`src/timer_regs.svh`:
```
// register offsets, field positions and reset values of the timer
`ifndef TIMER_REGS_SVH
`define TIMER_REGS_SVH

`define TMR_ADDR_W        5
`define TMR_OFF_CTRL      5'h00
`define TMR_OFF_COUNT     5'h04
`define TMR_OFF_MATCH     5'h08
`define TMR_OFF_RELOAD    5'h0c
`define TMR_OFF_STATUS    5'h10
`define TMR_OFF_MASK      5'h14

`define TMR_CTRL_EN       0
`define TMR_CTRL_MODE     1
`define TMR_CTRL_PRE_LO   2
`define TMR_CTRL_PRE_HI   4
`define TMR_CTRL_POL      5
`define TMR_CTRL_ALT      6
`define TMR_CTRL_W        7

`define TMR_ST_RELOAD     0
`define TMR_ST_MATCH      1
`define TMR_ST_W          2

`define TMR_CTRL_RST      7'h00
`define TMR_COUNT_RST     16'h0000
`define TMR_MATCH_RST     16'h0000
`define TMR_RELOAD_RST    16'h0000
`define TMR_COUNT_RESTART 16'h0001
`define TMR_COUNT_MAX     16'hffff
`define TMR_PRE_MAX_SEL   3'h7

`endif
```
`src/timer_pkg.sv`:
```
// types shared by the timer files
package timer_pkg;

	typedef enum logic {
		TMODE_ONESHOT,
		TMODE_PWM
	} tmode_e;

	typedef logic [15:0] count_t;

endpackage : timer_pkg

```
`src/tick_divider.sv`:
```
// power-of-two prescaler producing count ticks
`timescale 1ns/1ps
module tick_divider (
	input  wire logic       clk,
	input  wire logic       rst,
	input  wire logic       run,
	input  wire logic [2:0] div_sel,
	output logic            tick
);

	logic [6:0] cnt_q;
	logic [6:0] cnt_d;
	logic [7:0] span;
	logic [6:0] low_mask;

	// low_mask has div_sel ones, so a tick every 2**div_sel cycles
	assign span     = 8'h01 << div_sel;
	assign low_mask = 7'(span - 8'h01);
	assign tick     = run & ((cnt_q | ~low_mask) == 7'h7f);
	assign cnt_d    = (!run || tick) ? 7'h00 : 7'(cnt_q + 7'h01);

	always_ff @(posedge clk or posedge rst) begin
		if (rst) begin
			cnt_q <= 7'h00;
		end else begin
			cnt_q <= cnt_d;
		end
	end

endmodule : tick_divider

```
`src/timer_oneshot_pwm.sv`:
```
// 16-bit one-shot / single-output pwm timer with avalon-mm registers
`timescale 1ns/1ps
`include "timer_regs.svh"
module timer_oneshot_pwm
	import timer_pkg::*;
(
	input  wire logic                   CORE_CLK,
	input  wire logic                   RST,
	input  wire logic [`TMR_ADDR_W-1:0] AVS_ADDRESS,
	input  wire logic                   AVS_READ,
	input  wire logic                   AVS_WRITE,
	input  wire logic [31:0]            AVS_WRITEDATA,
	input  wire logic [3:0]             AVS_BYTEENABLE,
	output logic      [31:0]            AVS_READDATA,
	output logic                        AVS_WAITREQUEST,
	output logic                        TMR_OUT,
	output logic                        TMR_OUT_SEL,
	output logic                        TIMER_IRQ_PULSE,
	output logic                        IRQ
);

	logic                     ack_q;
	logic [31:0]              rdata_q;
	logic [`TMR_CTRL_W-1:0]   ctrl_q;
	logic [`TMR_CTRL_W-1:0]   ctrl_d;
	count_t                   count_q;
	count_t                   count_d;
	count_t                   match_q;
	count_t                   reload_q;
	logic [`TMR_ST_W-1:0]     status_q;
	logic [`TMR_ST_W-1:0]     status_d;
	logic [`TMR_ST_W-1:0]     mask_q;
	logic                     level_q;
	logic                     level_d;
	logic                     out_q;
	logic                     out_d;
	logic                     pulse_q;
	logic                     tick;

	function automatic count_t merge16(count_t old, logic [31:0] wd, logic [3:0] be);
		count_t r;
		r = old;
		if (be[0]) r[7:0] = wd[7:0];
		if (be[1]) r[15:8] = wd[15:8];
		return r;
	endfunction : merge16

	// bus decode: one wait state, read data registered
	wire req       = AVS_READ | AVS_WRITE;
	wire wr_fire   = AVS_WRITE & ack_q;
	wire sel_ctrl  = AVS_ADDRESS == `TMR_OFF_CTRL;
	wire sel_count = AVS_ADDRESS == `TMR_OFF_COUNT;
	wire sel_match = AVS_ADDRESS == `TMR_OFF_MATCH;
	wire sel_rld   = AVS_ADDRESS == `TMR_OFF_RELOAD;
	wire sel_stat  = AVS_ADDRESS == `TMR_OFF_STATUS;
	wire sel_mask  = AVS_ADDRESS == `TMR_OFF_MASK;
	wire wr_ctrl   = wr_fire & sel_ctrl & AVS_BYTEENABLE[0];
	wire wr_count  = wr_fire & sel_count;
	wire wr_match  = wr_fire & sel_match;
	wire wr_rld    = wr_fire & sel_rld;
	wire wr_stat   = wr_fire & sel_stat & AVS_BYTEENABLE[0];
	wire wr_mask   = wr_fire & sel_mask & AVS_BYTEENABLE[0];

	wire [31:0] rd_mux =
		sel_ctrl  ? {25'h0000000, ctrl_q} :
		sel_count ? {16'h0000, count_q} :
		sel_match ? {16'h0000, match_q} :
		sel_rld   ? {16'h0000, reload_q} :
		sel_stat  ? {30'h00000000, status_q} :
		sel_mask  ? {30'h00000000, mask_q} : 32'h00000000;

	assign AVS_WAITREQUEST = req & ~ack_q;
	assign AVS_READDATA    = rdata_q;

	// control fields
	wire       enable                 = ctrl_q[`TMR_CTRL_EN];
	wire       pwm_mode               = ctrl_q[`TMR_CTRL_MODE] == TMODE_PWM;
	wire [2:0] presc_sel              = ctrl_q[`TMR_CTRL_PRE_HI:`TMR_CTRL_PRE_LO];
	wire       output_polarity_select = ctrl_q[`TMR_CTRL_POL];
	wire       alt_en                 = ctrl_q[`TMR_CTRL_ALT];

	tick_divider u_presc (
		.clk     (CORE_CLK),
		.rst     (RST),
		.run     (enable),
		.div_sel (presc_sel),
		.tick    (tick)
	);

	// count events
	wire tick_en   = enable & tick;
	wire at_reload = count_q == reload_q;
	wire at_match  = count_q == match_q;
	wire reach     = tick_en & at_reload;
	wire match_hit = tick_en & pwm_mode & at_match & ~at_reload;

	assign count_d =
		wr_count ? merge16(count_q, AVS_WRITEDATA, AVS_BYTEENABLE) :
		reach    ? `TMR_COUNT_RESTART :
		tick_en  ? 16'(count_q + 16'h0001) :
		count_q;

	assign ctrl_d =
		wr_ctrl ? AVS_WRITEDATA[`TMR_CTRL_W-1:0] :
		(reach && !pwm_mode) ? (ctrl_q & ~7'h01) :
		ctrl_q;

	// pwm level: polarity at start and reload, inverse after match
	assign level_d =
		!enable   ? output_polarity_select :
		reach     ? output_polarity_select :
		match_hit ? ~output_polarity_select :
		level_q;

	assign out_d =
		!alt_en  ? 1'b0 :
		pwm_mode ? level_d :
		output_polarity_select ^ reach;

	// status: hardware set wins over write-one clear
	assign status_d = (status_q & ~(wr_stat ? AVS_WRITEDATA[`TMR_ST_W-1:0] : 2'b00))
		| {match_hit, reach};

	assign TMR_OUT         = out_q;
	assign TMR_OUT_SEL     = alt_en;
	assign TIMER_IRQ_PULSE = pulse_q;
	assign IRQ             = |(status_q & mask_q);

	always_ff @(posedge CORE_CLK or posedge RST) begin
		if (RST) begin
			ack_q   <= 1'b0;
			rdata_q <= 32'h00000000;
		end else begin
			ack_q   <= req & ~ack_q;
			rdata_q <= (AVS_READ && !ack_q) ? rd_mux : rdata_q;
		end
	end

	always_ff @(posedge CORE_CLK or posedge RST) begin
		if (RST) begin
			ctrl_q  <= `TMR_CTRL_RST;
			count_q <= `TMR_COUNT_RST;
		end else begin
			ctrl_q  <= ctrl_d;
			count_q <= count_d;
		end
	end

	always_ff @(posedge CORE_CLK or posedge RST) begin
		if (RST) begin
			match_q  <= `TMR_MATCH_RST;
			reload_q <= `TMR_RELOAD_RST;
		end else begin
			match_q  <= wr_match ? merge16(match_q, AVS_WRITEDATA, AVS_BYTEENABLE) : match_q;
			reload_q <= wr_rld ? merge16(reload_q, AVS_WRITEDATA, AVS_BYTEENABLE) : reload_q;
		end
	end

	always_ff @(posedge CORE_CLK or posedge RST) begin
		if (RST) begin
			status_q <= 2'b00;
			mask_q   <= 2'b00;
		end else begin
			status_q <= status_d;
			mask_q   <= wr_mask ? AVS_WRITEDATA[`TMR_ST_W-1:0] : mask_q;
		end
	end

	always_ff @(posedge CORE_CLK or posedge RST) begin
		if (RST) begin
			level_q <= 1'b0;
			out_q   <= 1'b0;
			pulse_q <= 1'b0;
		end else begin
			level_q <= level_d;
			out_q   <= out_d;
			pulse_q <= reach;
		end
	end
endmodule : timer_oneshot_pwm

```
`config.mk`:
```
export PLATFORM = sky130hd
export DESIGN_NAME = timer_oneshot_pwm
export DESIGN_NICKNAME = d
export VERILOG_FILES = /design/src/timer_pkg.sv /design/src/tick_divider.sv /design/src/timer_oneshot_pwm.sv
export VERILOG_INCLUDE_DIRS = /design/src /design/src/src
export SDC_FILE = /design/constraint.sdc
export NUM_CORES = 1
export LEC_CHECK = 0
export ABC_AREA = 1
export ABC_CLOCK_PERIOD_IN_PS = 2900
export BUFFER_PORTS_ARGS = -buffer_cell sky130_fd_sc_hd__buf_2
export CAP_MARGIN = 20
export CORE_MARGIN = 2
export CORE_UTILIZATION = 55
export DETAILED_ROUTE_END_ITERATION = 7
export GPL_TIMING_DRIVEN = 0
export MAX_ROUTING_LAYER = met4
export PLACE_DENSITY_LB_ADDON = 0.08
export SLEW_MARGIN = 10
export SYNTH_ARGS = -nofsm -noshare
export SYNTH_HDL_FRONTEND = slang
export SYNTH_SLANG_ARGS = --single-unit
export TNS_END_PERCENT = 30
```
`constraint.sdc`:
```
create_clock -name CORE_CLK -period 2.9 [get_ports CORE_CLK]
set_input_delay 0.435 -clock CORE_CLK [delete_from_list [all_inputs] [get_ports CORE_CLK]]
set_output_delay 0.435 -clock CORE_CLK [all_outputs]
set_load 0.01 [all_outputs]
```
==> results.toml, run 1 <==
[timing]
fin_crit_sh = 0.751
hold_slack_ns = 0.0648
fmax_mhz = 459
setup_viol = 0
rsz0062_at_grt = "no"
period_needed_ns = 2.18
maxSlewHeadroom = 0.449
setup_ws_ns = 0.722
hold_violations = 0
finalClockSkew_ns = 0.0116
worst_pin_slew_ns = 0.824
drv_slew = 0

[placement]
io_buffer_count = 47
routabilityCongestion = 0.961
preCtsSetupSlack_ns = 0.450
hpwlAfterDp_um = 10200
dpl_cell_area_um2 = 5350

[worst_setup_path]
critPathRequiredTime_ns = 3.16
cp_max_fo = 9
cp_slowest_stage_delay_ns = 0.34
start_kind = "flop"
path_class = "flop to flop"
critPathSlowestCell = "nand3_1"
reg2reg_slack_ns = 0.72
rr_worst_depth = 12
crit_chain = "clkbuf_2, inv_1, nand2_1, nand2_1, nor2_1, nand2_1, nor2_1, nand3_1, nand2_1, nor2_1, o21ai_1, inv_1"
critPathArrivalTime_ns = 2.44
crit_top_cell = "nand2_1"
critPathCaptureType = "flop"

[hold_path]
hp-class = "input port to async pin"

[detailed_routing]
drtIter0Drc = 398
drt_pass1_iterations = 5
vias_per_cell = 5.48
wire_per_inst_um = 15.9
vias = 4671
drc_errors = 0
finalWirelength_um = 13600
ant_nets = 0

[layout]
multi_input_area_um2 = 2240
antenna_cells = 0
layout-drive-gt1-share = 0.140
fin_util = 0.638
fillers = 800
seq_area_um2 = 2150
nets = 788
area_delta_synth_final_pct = 13.1
final_area_um2 = 5540

[yosys]
synth_edf_count = 0
synth_area_um2 = 4890
synth_warnings = 0
yosysSeqAreaShare = 0.440
ys_ff_latch = 86
yosys_most_used_dff = "dfrtp_1"
syn_area_per_cell_um2 = 7.34
async_reset_ff_frac = 1.00
netlist_instances = 667
synth.distinct_cells = 43

[clocking]
ctsResizeCount = 0
clkLatencyLatePin_ns = 0.36
cts_setup_buffers = 0
cts-root-buf = "clkbuf_8"
cts_tree = "yes"
cts_max_path_buffers = 2
clock-sinks = 86
htreeDepth = 3
holdBufCountCts = 0
numCtsBuffers = 9
clkTransAtPathRegs_ns = 0.09

[floorplanning]
io-pin-count = 82
initial_core_util = 0.564
fp-row-count = 34
coreArea_um2 = 8680
die_y_um = 98.3
dieArea_um2 = 9670
dieWidth_um = 98.3

[global_routing]
grt_max_degree = 57
grt.overflow.total = 0
grt_antenna_before_repair = 0
grt_pass1_vias = 4286
grt_use_total = 0.306
grt_pass1_wl_um = 22500

[power]
p_per_area_nw_per_um2 = 573
total_power_mw = 3.17
leakage_nw = 2.88
irDropWorstVdd_uv = 318

[job]
drv_cap = 0

[run_status]
outcome = "finished, final reports clean"
[cells in the final DEF, fill, tap and decap left out, types with 2 or more instances in the layout]
cell / count
nand2_1: 205
inv_1: 87
dfrtp_1: 86
o21ai_0: 74
buf_2: 52
nor2_1: 48
a21oi_1: 24
nand3_1: 19
buf_4: 17
conb_1: 16
o22ai_1: 14
nand4_1: 11
clkbuf_8: 10
xor2_1: 9
a22oi_1: 8
o21ai_1: 8
clkbuf_1: 8
inv_2: 4
nor3_1: 4
a221oi_1: 4
nor2_2: 3
inv_4: 2
xnor2_1: 2
o2111ai_1: 2
o211ai_1: 2
ha_1: 2
clkinv_2: 2
[final timing paths]
check | from | endpoint
setup / recovery | count_q[8] | count_q[11]
hold / removal | RST | AVS_READDATA[12]
setup reg to reg | count_q[8] | count_q[11]
hold reg to reg | ack_q | ack_q
max in group asynchronous | RST | count_q[4]
min in group CORE_CLK | AVS_WRITEDATA[10] | match_q[10]
[stage by stage]
step,setup TNS [ns],cells
final,0,852
after global routing,0,852
after CTS,0,852
after detailed placement,0,838
after global placement,-60.45,837
after floorplan,0,682
[worst max-delay path, delay by kind of cell, from the launching register on]
kind	cells	cell delay (ns)
and+or+nand+nor	8	1.27
DFF	1	0.33
buffers and inverters	3	0.32
AOI/OAI and AO/OA	1	0.16
[layer usage]
metal,part of all wire,GRT usage,wire (um)
met1,0.46,0.443,6230
met2,0.43,0.446,5900
met3,0.089,0.0558,1210
met4,0.018,0.0790,238
met5,0,-,0
[synthesized netlist by cell type, types with 2 or more instances]
master	count	share of area
nand4_1	11	0.014
xnor2_1	2	0.0036
ha_1	2	0.0051
nand3_1	19	0.019
inv_2	4	0.0031
dfrtp_1	86	0.44
o2111ai_1	2	0.0036
a221oi_1	4	0.0072
xor2_1	9	0.016
nand2_1	205	0.16
o21ai_0	74	0.076
buf_2	5	0.0051
o21ai_1	8	0.0082
a22oi_1	8	0.012
buf_4	17	0.026
inv_1	88	0.067
nor3_1	4	0.0041
nor2_2	3	0.0038
nor2_1	48	0.037
a21oi_1	24	0.025
clkbuf_1	8	0.0061
o22ai_1	14	0.018
o211ai_1	2	0.0031
[cell families after synthesis]
family / count (synthesis) / share of synthesized area
xor gates and xnor gates: 11 / 0.0197
AOI/OAI and AO/OA: 143 / 0.165
other: 1 / 0.000766
DFF: 86 / 0.440
adders and majority gates: 2 / 0.00511
buffers and inverters: 126 / 0.113
and+or+nand+nor: 298 / 0.256
[area by class of cell]
class	count	share of cell area
Multi-Input combinational cell	470	0.405
Sequential cell	86	0.389
Inverter	93	0.0639
Timing Repair Buffer	48	0.0474
Buffer	33	0.0366
Clock buffer	10	0.0249
Tap cell	108	0.0244
Clock inverter	4	0.00881
[power by group]
group          switching, mW  internal, mW  leakage [nW]
combinational          0.547         0.317          1.63
sequential             0.137          1.33          1.15
clock                  0.429         0.411        0.0980
total                   1.11          2.06          2.88
[registers in the layout (all words and copies together) (netlist names)]
signal and cells:
TMR_OUT 1, mask_q 2, count_q 16, ctrl_q 7, reload_q 16, level_q 1, match_q 16, status_q 2
u_presc.cnt_q 7, ack_q 1, TIMER_IRQ_PULSE 1, AVS_READDATA 16
(Power assumes the default switching activity.)
==> inputs of run 2 (changes only) <==
Settings changed: ABC_AREA 1 to 0, ABC_CLOCK_PERIOD_IN_PS 2900 to 2100.
Clock period 2.9 ns to 2.1 ns, I/O delays scaled along.
==> run 2 against run 1 <==
Final cell count down 22%. Synthesized cell count is 29% lower. Synthesized area is 1.7% lower. Largest power group unchanged. Via count down 16%.
==> results.toml, run 2 <==
[worst_setup_path]
critPathSlowestCell = "dfrtp_1"
reg2reg_slack_ns = 0.04
critPathArrivalTime_ns = 2.29
critPathLaunch = "count_q[0]"
path_class = "flop to flop"
crit_chain = "buf_6, xor2_1, nor4_2, nand3_1, nor4_4, o21a_1, o211ai_1"
critPathCaptureType = "flop"
start_kind = "flop"
critPathRequiredTime_ns = 2.33
rr_worst_depth = 7
cp_slowest_stage_delay_ns = 0.40
rr_endpoint = "TMR_OUT"
rr_startpoint = "count_q[0]"
cp_max_fo = 7
critPathCapture = "TMR_OUT"

[yosys]
synth_top_area_share = 0.447
synth-compound-area-share = 0.158
async_reset_ff_frac = 1.00
ys_ff_latch = 86
synthTopCellsByCount = "86 x dfrtp_1, 39 x mux2_2, 39 x nand2_1, 25 x nor2_1, 23 x a21oi_1"
yosys_most_used_dff = "dfrtp_1"
synth_top_family_by_area = "compound AO/OA/AOI/OAI gates"
synth_area_um2 = 4810
synth_xor_area_frac = 0.0673
synthTopCellsByArea = "dfrtp_1 45%, mux2_2 9.1%, xor2_1 3.5%"
synth_warnings = 0
synth-simple-area-share = 0.152
yosysTopAreaCell = "dfrtp_1"
synthMuxAreaShare = 0.0975
yosysMostFrequentCell = "dfrtp_1"
yosys.area_share.adder = 0.00520
syn_area_per_cell_um2 = 10.1
synth_edf_count = 0
netlist_instances = 475
yosysSeqAreaShare = 0.447
synth.distinct_cells = 57

[timing]
maxSlewHeadroom = 0.500
finalClockSkew_ns = 0.00958
hold_violations = 0
fin_crit_sh = 0.979
drv_slew = 0
setup_viol = 0
setup_ws_ns = 0.0431
worst_pin_slew_ns = 0.745
rsz0062_at_grt = "yes"
hold_slack_ns = 0.201
period_needed_ns = 2.06
fmax_mhz = 486

[detailed_routing]
vias_per_cell = 5.87
drc_errors = 0
wire_per_inst_um = 18.5
drtIter0Drc = 261
vias = 3906
ant_nets = 0
finalWirelength_um = 12300
drt_pass1_iterations = 7

[floorplanning]
initial_core_util = 0.560
io-pin-count = 82
die_y_um = 97.6
dieArea_um2 = 9520
coreArea_um2 = 8590
fp-row-count = 34
dieWidth_um = 97.6

[clocking]
clkTransAtPathRegs_ns = 0.08
clkLatencyLatePin_ns = 0.37
clock-sinks = 86
cts-root-buf = "clkbuf_8"
cts_max_path_buffers = 2
cts_tree = "yes"
numCtsBuffers = 9
htreeDepth = 3

[global_routing]
grt_max_degree = 39
grt_pass1_vias = 3879
grt_antenna_before_repair = 0
grt.overflow.total = 0
grt_use_total = 0.277
grt_pass1_wl_um = 20100

[placement]
io_buffer_count = 45
preCtsSetupSlack_ns = -0.531
hpwlAfterDp_um = 9000
routabilityCongestion = 0.908

[layout]
antenna_cells = 0
nets = 599
final_common_cell = "dfrtp_1"
layout-drive-gt1-share = 0.339
fillers = 699
area_delta_synth_final_pct = 18.7
layout_common_cells = "75 x dfrtp_1, 53 x buf_2, 39 x nand2_1, 39 x mux2_2, 29 x buf_4"

[job]
drv_cap = 0

[power]
leakage_nw = 2.65
p_per_area_nw_per_um2 = 833
irDropWorstVdd_uv = 552

[run_status]
outcome = "finished, final reports clean"

[hold_path]
hp-class = "input port to flop"
-- run 2: metrics by stage --
step                cells  area [um^2]   util  power (mW)  setup TNS (ns)
finish                665         5710  0.665        4.76               0
floorplan             490         4870      -        3.08               0
global route          665         5710  0.665        5.04         -0.0398
global placement      643         5230  0.609        3.42          -15.86
detailed placement    645         5270  0.614        3.47          -17.89
CTS                   659         5540  0.645        4.62         -0.0186
-- run 2: timing repair --
item | in CTS | in global routing
endpoints found under the hold margin | 13 | 0
setup endpoints to repair | 44 | 44
setup buffers | 3 | 9
hold buffers | 1 | 0
pin swaps | 5 | 12
resized for setup | 14 | 33
-- run 2: cell families after synthesis --
group,count (synthesis)
simple gates,136
compound gates,106
flops,86
buf+inv,65
mux,42
xor+xnor,37
fa+ha+maj,2
other cells,1
-- run 2: worst max-delay path: cells and delay by family (launching register included) --
family                 cells  cell delay, ns
AND/OR/NAND/NOR            3            0.90
flip-flops                 1            0.40
AO/OA/AOI/OAI              2            0.31
XOR/XNOR                   1            0.17
buffers and inverters      1            0.14
-- run 2: worst min path at each step --
stage | slack [ns] | start | end | cells past startpoint
after floorplan | 0.43 | AVS_WRITEDATA[0] | ctrl_q[0] | 2
after global placement | 0.46 | AVS_READDATA[0] | AVS_READDATA[0] | 1
after detailed placement | 0.33 | RST | AVS_READDATA[12] | 2
after CTS | 0.19 | AVS_WRITEDATA[12] | match_q[12] | 2
after global routing | 0.20 | AVS_WRITEDATA[12] | match_q[12] | 2
final | 0.20 | AVS_WRITEDATA[11] | count_q[11] | 3
-- run 2: area by class of cell --
| type | instances | area [um^2] | area share |
|---|---|---|---|
| Buffer | 39 | 267 | 0.0467 |
| Multi-Input combinational cell | 339 | 2520 | 0.442 |
| Clock inverter | 4 | 31.3 | 0.00548 |
| Tap cell | 108 | 135 | 0.0237 |
| Timing Repair Buffer | 60 | 365 | 0.0640 |
| Inverter | 17 | 67.6 | 0.0118 |
| Clock buffer | 12 | 155 | 0.0272 |
| Sequential cell | 86 | 2170 | 0.379 |
-- run 2: metal layers --
metal | routed length [um] | vias to the layer above | share of wire | global-route usage
met3 | 668 | 25 | 0.054 | 0.0547
li1 | - | 1837 | - | -
met2 | 5750 | 135 | 0.47 | 0.414
met1 | 5600 | 1909 | 0.46 | 0.379
met4 | 284 | 0 | 0.023 | 0.0994
met5 | 0 | - | 0 | -
-- run 2: power breakdown --
part           internal (mW)  switching [mW]
sequential              1.89           0.291
combinational          0.664           0.811
clock                  0.497           0.609
total                   3.05            1.71
==> inputs of run 3 (changes only) <==
Settings changed: ABC_CLOCK_PERIOD_IN_PS 2100 to 1970, CORE_MARGIN 2 to default.
Clock period 2.1 ns to 1.97 ns, I/O delays scaled along.
==> run 3 against run 2 <==
The flow now finishes with violations (negative setup slack). Utilization up 4.0 points. Clock skew hardly changed. Sequential power up 7%. Final cell count is 1.2% higher. Critical endpoint is now count_q[1]. Sequential share of layout area decreased by 1.1 points. Worst hold slack worse by 0.19 ns. Fmax up 0.31%. Non-clock buffer count up 11. Clock power is essentially flat. Setup slack got worse by 0.12 ns. Flip-flop and latch count did not move. First-iteration DRC count rose by 15%.
==> results.toml, run 3 (synthesized netlist as in run 2, its figures left out) <==
[timing]
rsz0062_at_grt = "yes"
setup_viol = 16
fin_tns_setup_ns = -0.544
setup_ws_ns = -0.0805
finalClockSkew_ns = 0.00917
fmax_mhz = 488
drv_slew = 0
fin_crit_sh = 1.04
hold_violations = 0
maxSlewHeadroom = 0.576
worst_pin_slew_ns = 0.634
period_needed_ns = 2.05

[clocking]
htreeDepth = 3
clkLatencyLatePin_ns = 0.36
numCtsBuffers = 9
cts_tree = "yes"
cts_max_path_buffers = 2
cts-root-buf = "clkbuf_8"
holdBufCountCts = 0
clock-sinks = 86
clkTransAtPathRegs_ns = 0.09

[placement]
routabilityCongestion = 0.909
io_buffer_count = 45
hpwlAfterDp_um = 8770

[global_routing]
grt_antenna_before_repair = 0
grt_max_degree = 34
grt_pass1_wl_um = 19300
grt.overflow.total = 0
grt_pass1_vias = 3635
grt_use_total = 0.298

[worst_setup_path]
start_kind = "flop"
rr_endpoint = "count_q[1]"
cp_max_fo = 10
critPathSlowestCell = "dfrtp_1"
critPathCaptureType = "flop"
path_class = "flop to flop"
cp_slowest_stage_delay_ns = 0.41
critPathRequiredTime_ns = 2.20
crit_chain = "buf_6, xnor2_4, nand4_1, nor4_4, a31oi_2, buf_4, a22oi_1, o21ai_1"
reg2reg_slack_ns = -0.08
critPathArrivalTime_ns = 2.29
rr_startpoint = "count_q[1]"
rr_worst_depth = 8

[floorplanning]
io-pin-count = 82
dieArea_um2 = 9130
die_y_um = 95.6
coreArea_um2 = 8340
dieWidth_um = 95.6
initial_core_util = 0.577
fp-row-count = 33

[power]
switching_power_mw = 1.88
p_int_mw = 3.30
swShare = 0.363
clkPwrFrac = 0.221
p_per_area_nw_per_um2 = 881
comb_power_share = 0.326
leakage_nw = 2.76
pwr-share-seq = 0.453
total_power_mw = 5.18
irDropWorstVdd_uv = 480

[hold_path]
hp-class = "input port to async pin"

[detailed_routing]
finalWirelength_um = 12600
vias_per_cell = 5.93
ant_nets = 0
vias = 3991
drtIter0Drc = 301
drc_errors = 0
wire_per_inst_um = 18.8
drt_pass1_iterations = 5

[layout]
seq_area_um2 = 2170
antenna_cells = 0
area_delta_synth_final_pct = 22.1
layout-drive-gt1-share = 0.373
final_common_cell = "dfrtp_1"
fillers = 629
nets = 610
layout_common_cells = "75 x dfrtp_1, 51 x buf_2, 42 x buf_4"
multi_input_area_um2 = 2590

[job]
drv_cap = 0

[run_status]
outcome = "finished, violations left"
violations = "negative setup slack"
==> run 3: cell count changes in the layout (fill, tap and decap cells not counted), moves of 3 or more <==
cell	delta
nor4_2	-3
a21oi_1	-3
buf_4	+13
nor4_1	+3
==> run 3: how the worst max path moves through the flow <==
stage / start / end / cells after the start
2_1_floorplan: count_q[2] / count_q[9] / 9
3_3_place_gp: AVS_ADDRESS[1] / AVS_READDATA[0] / 8
3_5_place_dp: AVS_ADDRESS[1] / AVS_READDATA[6] / 7
4_1_cts: count_q[6] / count_q[3] / 8
5_1_grt: u_presc.cnt_q[1] / TMR_OUT / 6
6_report: count_q[1] / count_q[1] / 8
==> run 3: critical path: cells and delay by family, from the launching register on <==
kind,cells,cell delay [ns]
buffers and inverters,2,0.37
and+or+nand+nor,2,0.51
DFF,1,0.41
xor gates and xnor gates,1,0.15
AOI/OAI and AO/OA,3,0.50
==> run 3: cell type report <==
cell class / count / area share
multi-input cells: 339 / 0.441
flip-flops and latches: 86 / 0.368
repair buffers: 72 / 0.0796
plain buffers: 38 / 0.0477
clock buffers: 11 / 0.0240
well taps: 105 / 0.0223
inverters: 17 / 0.0115
clock inverters: 5 / 0.00596
==> run 3: per-stage QoR <==
stage | util | std cells | hold WS (ns) | setup slack [ns] | instance area [um^2]
3_5_place_dp | 0.632 | 642 | 0.404 | -0.688 | 5270
3_3_place_gp | 0.627 | 640 | 0.457 | -0.623 | 5230
5_1_grt | 0.705 | 673 | 0.0411 | -0.143 | 5880
6_report | 0.705 | 673 | 0.0119 | -0.0805 | 5880
4_1_cts | 0.665 | 656 | 0.0107 | -0.122 | 5540
2_1_floorplan | - | 490 | 0.411 | -0.0474 | 4870
==> run 3: layer usage <==
layer	vias to the layer above	track usage	wire, um
li1	1869	-	-
met1	1932	0.409	5690
met2	152	0.433	5810
met3	38	0.0431	670
met4	0	0.141	459
met5	-	-	0
==> run 3: power groups by stage <==
stage               logic, mW  registers (mW)  clock network (mW)
CTS                      1.44            2.29                1.17
floorplan                1.10            2.19                   0
global route             1.83            2.38                1.26
detailed placement       1.48            2.23                   0
finish                   1.69            2.34                1.14
global placement         1.44            2.21                   0
==> run 3: timing repair <==
item                                    in CTS  in global routing
endpoints found under the setup margin      53                 48
resized for setup                           17                 51
cloned                                       1                  1
pin swaps                                    7                 30
buffers inserted                             3                 20
